--- config.mk ---
export PLATFORM = sky130hd
export DESIGN_NAME = csb_sideband
export DESIGN_NICKNAME = d
export VERILOG_FILES = /design/src/csb_pkg.sv /design/src/csb_sideband.sv
export SDC_FILE = /design/constraint.sdc
export NUM_CORES = 1
export LEC_CHECK = 0
export ABC_AREA = 1
export BUFFER_PORTS_ARGS = -buffer_cell sky130_fd_sc_hd__buf_2
export CORE_MARGIN = 2
export CORE_UTILIZATION = 46
export CTS_CLUSTER_DIAMETER = 200
export DETAILED_ROUTE_END_ITERATION = 7
export PLACE_DENSITY_LB_ADDON = 0.05
export SLEW_MARGIN = 20
export SYNTH_ARGS = -nofsm -noshare
export SYNTH_HDL_FRONTEND = slang
export SYNTH_SLANG_ARGS = --single-unit
--- constraint.sdc ---
create_clock -name clk_in -period 1.65 [get_ports clk_in]
set_clock_uncertainty 0.15 [all_clocks]
set_input_delay 0.33 -clock clk_in [delete_from_list [all_inputs] [get_ports clk_in]]
set_output_delay 0.33 -clock clk_in [all_outputs]
set_load 0.05 [all_outputs]
--- src/csb_pkg.sv ---
// csb_pkg: shared types and constants for the cpu sideband control block
// assumes a single 10 MHz core clock; no software-reachable registers
package csb_pkg;

  localparam int unsigned CLK_PERIOD_NS = 100;
  localparam int unsigned SYNC_STAGES = 2;
  // reset sequence length after power good, in cycles
  localparam int unsigned RESET_SEQ_CYCLES = 8;
  localparam logic [31:0] RESET_VECTOR = 32'hFFFF_FFF0;
  localparam logic [3:0] INT_REG_RESET = 4'h0;

  typedef enum logic [1:0] {
    CSB_PWR_OFF,
    CSB_PWR_SEQ,
    CSB_PWR_RUN
  } csb_pwr_state_t;

  typedef enum logic [1:0] {
    CSB_ACTIVE,
    CSB_STOP_GRANT,
    CSB_DEEP_IDLE,
    CSB_DEEPEST_DOWN
  } csb_cstate_t;

  // synchronized sideband inputs
  typedef struct packed {
    logic power_good;
    logic stop_req;
    logic soft_init;
    logic pin0;
    logic pin1;
  } csb_pins_t;

  // interrupt requests passed to the core
  typedef struct packed {
    logic maskable;
    logic non_maskable;
    logic local0;
    logic local1;
  } csb_irq_t;

endpackage : csb_pkg

--- src/csb_sideband.sv ---
// csb_sideband: power good qualification, stop clock, soft init,
// pending break and local interrupt pin routing.
// assumes raw pins are asynchronous and are synchronized here.
`timescale 1ns/1ps

// Notes on behaviour
// - pending break stays deasserted whenever stop clock is not requested.
// - pending break may request return to active even from deep states.
// - soft init resets integer state; caches and float state untouched.
// - after soft init, fetch restarts from the reset vector.
// - snoops keep being serviced throughout soft init.
// - controller disabled: pin zero becomes a maskable interrupt request.
// - controller disabled: pin one becomes a non-maskable interrupt.
// - controller enable is the inverse of the lic_disable_in input; driving it high selects legacy.
// - stop request enters stop grant, acknowledges, gates core clocks.
module csb_sideband (
  // clock and reset
  input wire logic clk_in,
  input wire logic rst_in,
  // platform pins
  input wire logic power_good_in,
  input wire logic stop_clock_request_n_in,
  input wire logic soft_init_n_in,
  input wire logic local_irq_pin0_in,
  input wire logic local_irq_pin1_in,
  // core side
  input wire logic lic_disable_in,
  input wire logic break_event_in,
  input wire logic deep_idle_req_in,
  input wire logic deepest_down_req_in,
  input wire logic snoop_req_in,
  // outputs
  output logic pending_break_out_n,
  output logic pending_break_oe_n_out,
  output logic stop_grant_ack_out,
  output logic core_clk_gate_out,
  output logic core_reset_out,
  output logic int_reg_reset_out,
  output logic fetch_restart_out,
  output logic [31:0] fetch_addr_out,
  output logic snoop_ack_out,
  output logic [3:0] irq_out,
  output logic [1:0] cstate_out
);

  logic [4:0] sync1;
  logic [4:0] sync2;
  csb_pkg::csb_pins_t pins;
  csb_pkg::csb_pwr_state_t pwr, next_pwr;
  csb_pkg::csb_cstate_t cst, next_cst;
  logic [3:0] seq_cnt, next_seq_cnt;
  logic init_d, next_init_d;
  logic brk_oe_n, next_brk_oe_n;
  logic ack, next_ack;
  logic gate, next_gate;
  logic crst, next_crst;
  logic irst, next_irst;
  logic restart, next_restart;
  logic snoop, next_snoop;
  csb_pkg::csb_irq_t irq, next_irq;

  // two-stage synchronizer per pin
  always_ff @(posedge clk_in or posedge rst_in) begin
    if (rst_in) begin
      sync1 <= 5'h00;
      sync2 <= 5'h00;
    end else begin
      sync1 <= {power_good_in, ~stop_clock_request_n_in, ~soft_init_n_in,
                local_irq_pin0_in, local_irq_pin1_in};
      sync2 <= sync1;
    end
  end

  assign pins = sync2;

  // power good qualification
  always_comb begin
    next_pwr = pwr;
    next_seq_cnt = seq_cnt;
    case (pwr)
      csb_pkg::CSB_PWR_OFF: begin
        next_seq_cnt = 4'h0;
        if (pins.power_good) begin
          next_pwr = csb_pkg::CSB_PWR_SEQ;
        end
      end
      csb_pkg::CSB_PWR_SEQ: begin
        next_seq_cnt = seq_cnt + 4'h1;
        if (seq_cnt == 4'(csb_pkg::RESET_SEQ_CYCLES - 1)) begin
          next_pwr = csb_pkg::CSB_PWR_RUN;
        end
      end
      csb_pkg::CSB_PWR_RUN: next_pwr = csb_pkg::CSB_PWR_RUN;
      default: next_pwr = csb_pkg::CSB_PWR_OFF;
    endcase
    if (!pins.power_good) begin
      next_pwr = csb_pkg::CSB_PWR_OFF;
    end
  end

  wire run = (pwr == csb_pkg::CSB_PWR_RUN);

  // power state, init, break and interrupt logic
  always_comb begin
    next_cst = cst;
    next_init_d = pins.soft_init;
    next_crst = !run;
    next_irst = !run || pins.soft_init;
    next_restart = run && init_d && !pins.soft_init;
    next_snoop = run && snoop_req_in;
    next_brk_oe_n = 1'b1;
    next_ack = 1'b0;
    next_gate = 1'b0;
    if (!run || !pins.stop_req) begin
      next_cst = csb_pkg::CSB_ACTIVE;
    end else begin
      case (cst)
        csb_pkg::CSB_ACTIVE: next_cst = csb_pkg::CSB_STOP_GRANT;
        csb_pkg::CSB_STOP_GRANT: begin
          if (deepest_down_req_in) begin
            next_cst = csb_pkg::CSB_DEEPEST_DOWN;
          end else if (deep_idle_req_in) begin
            next_cst = csb_pkg::CSB_DEEP_IDLE;
          end
        end
        csb_pkg::CSB_DEEP_IDLE: begin
          if (deepest_down_req_in) begin
            next_cst = csb_pkg::CSB_DEEPEST_DOWN;
          end
        end
        csb_pkg::CSB_DEEPEST_DOWN: next_cst = csb_pkg::CSB_DEEPEST_DOWN;
        default: next_cst = csb_pkg::CSB_ACTIVE;
      endcase
      next_ack = 1'b1;
      next_gate = 1'b1;
      next_brk_oe_n = !break_event_in;
    end
    next_irq.maskable = run && lic_disable_in && pins.pin0;
    next_irq.non_maskable = run && lic_disable_in && pins.pin1;
    next_irq.local0 = run && !lic_disable_in && pins.pin0;
    next_irq.local1 = run && !lic_disable_in && pins.pin1;
  end

  always_ff @(posedge clk_in or posedge rst_in) begin
    if (rst_in) begin
      pwr <= csb_pkg::CSB_PWR_OFF;
      seq_cnt <= 4'h0;
      cst <= csb_pkg::CSB_ACTIVE;
      init_d <= 1'b0;
      brk_oe_n <= 1'b1;
      ack <= 1'b0;
      gate <= 1'b0;
      crst <= 1'b1;
      irst <= 1'b1;
      restart <= 1'b0;
      snoop <= 1'b0;
      irq <= 4'h0;
    end else begin
      pwr <= next_pwr;
      seq_cnt <= next_seq_cnt;
      cst <= next_cst;
      init_d <= next_init_d;
      brk_oe_n <= next_brk_oe_n;
      ack <= next_ack;
      gate <= next_gate;
      crst <= next_crst;
      irst <= next_irst;
      restart <= next_restart;
      snoop <= next_snoop;
      irq <= next_irq;
    end
  end

  // open drain: low enable drives the pin low
  assign pending_break_out_n = 1'b0;
  assign pending_break_oe_n_out = brk_oe_n;
  assign stop_grant_ack_out = ack;
  assign core_clk_gate_out = gate;
  assign core_reset_out = crst;
  assign int_reg_reset_out = irst;
  assign fetch_restart_out = restart;
  assign fetch_addr_out = csb_pkg::RESET_VECTOR;
  assign snoop_ack_out = snoop;
  assign irq_out = irq;
  assign cstate_out = cst;
endmodule : csb_sideband

==> reports/metrics.cfg <==
[final_layout]
final_common_cell=conb_1
regArea_um2=729.5
fin_util_pct=54.31
area_growth_pct=11.35
fin_area_um2=1498
antenna_cells=0
layout-drive-gt1-share_pct=23.30
fin_nets=192
final_cells=207
mostFrequentLayoutCells=conb_1, nand2_1, dfrtp_1
final.fill_count=261
multi_input_area_um2=390.4

[critical_path]
ff2ff_setup_slack_ps=270
worstSetupStartpointType=register
worst_path_largest_cell_delay_ps=530
timing.rr.start=pwr[1]$_DFFE_PP0P_
worstPathMaxFanout=1
cp_top_family=flip-flops
end_kind=output pin
required_ps=1170
crit_arrival_ps=1090
worstSetupStartpoint=core_reset_out$_DFF_PP1_
path_cells=buf_2
crit_buf_inv=1
critical-path-slowest-cell=dfstp_2
critical_path_class=register to output pin

[clocking]
cts_tree=yes
htree_levels=2
cts_root_buf=clkbuf_4
post_cts_resized=0
clock_path_buffers=2
hold_buffers=7
clkLatencyLatePin_ps=310
cts_buffers=5
cts_setup_buffers=0
cts_sinks=29
clk_pin_slew_ps=90

[synthesis]
yosysTopAreaCellShare_pct=48.37
ys_ff_latch=29
synthTopCellsByArea=dfrtp_1, buf_4, nand2_1
yosys.area.top_type=dfrtp_1
ys_seq_area_share_pct=54.23
synth_cell_types=18
synthCells=139
yosys_warnings=0
syn_area_um2=1345
avgSynthCellArea_um2=9.677

[routing]
post_drt_wl_per_cell_um=8.744
detail_route.vias_per_cell=3.918
drc=0
wirelength_um=1810
first_pass_iters=3
ant_nets=0
drtIter0Drc=14
vias=811

[timing]
maxSlewViolCount=0
setup_viol=0
tns_ps=0
rsz0062_at_grt=false
fmax_mhz=638.5
hold_viol=0
worst_slack_ps=83.87
fin_crit_sh_pct=94.92
post-route-min-period_ps=1566
timing.hold.ws_ps=56.49

[grt]
use_met2_pct=20.45
grt_pass1_vias=748
gr-total-overflow=0
use_met1_pct=13.54
antenna_found_initial=0
track_usage_pct=12.34
grt_max_degree=30
grt_pass1_wl_um=3056
grt-busiest-layer=met2
grt_use_met3_pct=6.027

[run_status]
status=finished clean

[power]
leakage_nw=0.8806
peakVddDrop_mv=0.8341
power_mw=2.036
p_per_area_nw_per_um2=1359

[die]
pin_count=58
row_count=19
start_util_pct=48.77
fp.dieArea_um2=3373
die_w_um=58.08
fp.dieH_um=58.08
core_um2=2758

[placement]
placed_cells=192
place_area_um2=1373
dp_hpwl_um=1330
gp_congestion=0.6781
portBuffers=24
pre_cts_ws_ps=271.0

[worst_hold_path]
hold_start=lic_disable_in
min_path_type=primary input to register

[run]
timing.max_cap.violations=0

[logic make-up after synthesis]
logic type                 Yosys count  synth area share (%)
AOI/OAI and AO/OA                    5                 2.419
adders and majority gates            5                 4.651
buffers and inverters               57                 25.40
DFF                                 29                 54.23
other                                2                0.5583
and+or+nand+nor                     41                 12.74
[registers in the layout, summed over array words and instances, names as in the netlist]
signal / flops
pwr: 2
seq_cnt: 4
core_clk_gate_out: 1
pending_break_oe_n_out: 1
snoop_ack_out: 1
irq_out: 4
cstate_out: 2
sync1: 5
pins: 5
core_reset_out: 1
fetch_restart_out: 1
init_d: 1
int_reg_reset_out: 1
[cells in the mapped netlist]
library cell  number
ha_1               5
o21ai_0            1
dfrtp_1           26
nor2_1             4
conb_1             2
dfstp_2            3
or2_1              1
a21oi_2            1
nor3_1             4
clkinv_1           2
buf_4             34
inv_1             19
nand2_1           27
a21oi_1            2
nand3_1            4
inv_2              2
or2_4              1
o21ai_2            1
[layout make-up]
cell class / count / share of cell area (%)
sequential: 29 / 48.71
clock buffer: 5 / 2.506
multi-input combinational: 84 / 26.07
inverter: 23 / 5.764
clock inverter: 3 / 1.170
tap: 31 / 2.590
timing repair buffer: 32 / 13.20
[worst paths after layout]
| check | endpoint | cells past startpoint |
|---|---|---|
| min in group asynchronous | pins[3]$_DFF_PP0_ | 4 |
| max in group asynchronous | core_reset_out$_DFF_PP1_ | 4 |
| worst max-delay path | core_reset_out | 1 |
| worst min register to register | pins[3]$_DFF_PP0_ | 0 |
| worst max register to register | pwr[1]$_DFFE_PP0P_ | 7 |
| worst min-delay path | irq_out[1]$_DFF_PP0_ | 2 |
[report_power, final]
| part | total, mW | switching (mW) | internal, mW |
|---|---|---|---|
| logic | 0.755 | 0.578 | 0.177 |
| clock network | 0.398 | 0.238 | 0.160 |
| registers | 0.882 | 0.0575 | 0.825 |
| total | 2.04 | 0.874 | 1.16 |
[routing by layer]
metal / up-vias / part of all wire (%) / wire (um)
met1: 358 / 43 / 771
met3: 2 / 8.1 / 146
met5: - / 0 / 0
li1: 417 / - / -
met4: 0 / 0.88 / 16
met2: 34 / 48 / 876
Note: power is estimated with default switching activity, not from simulation.
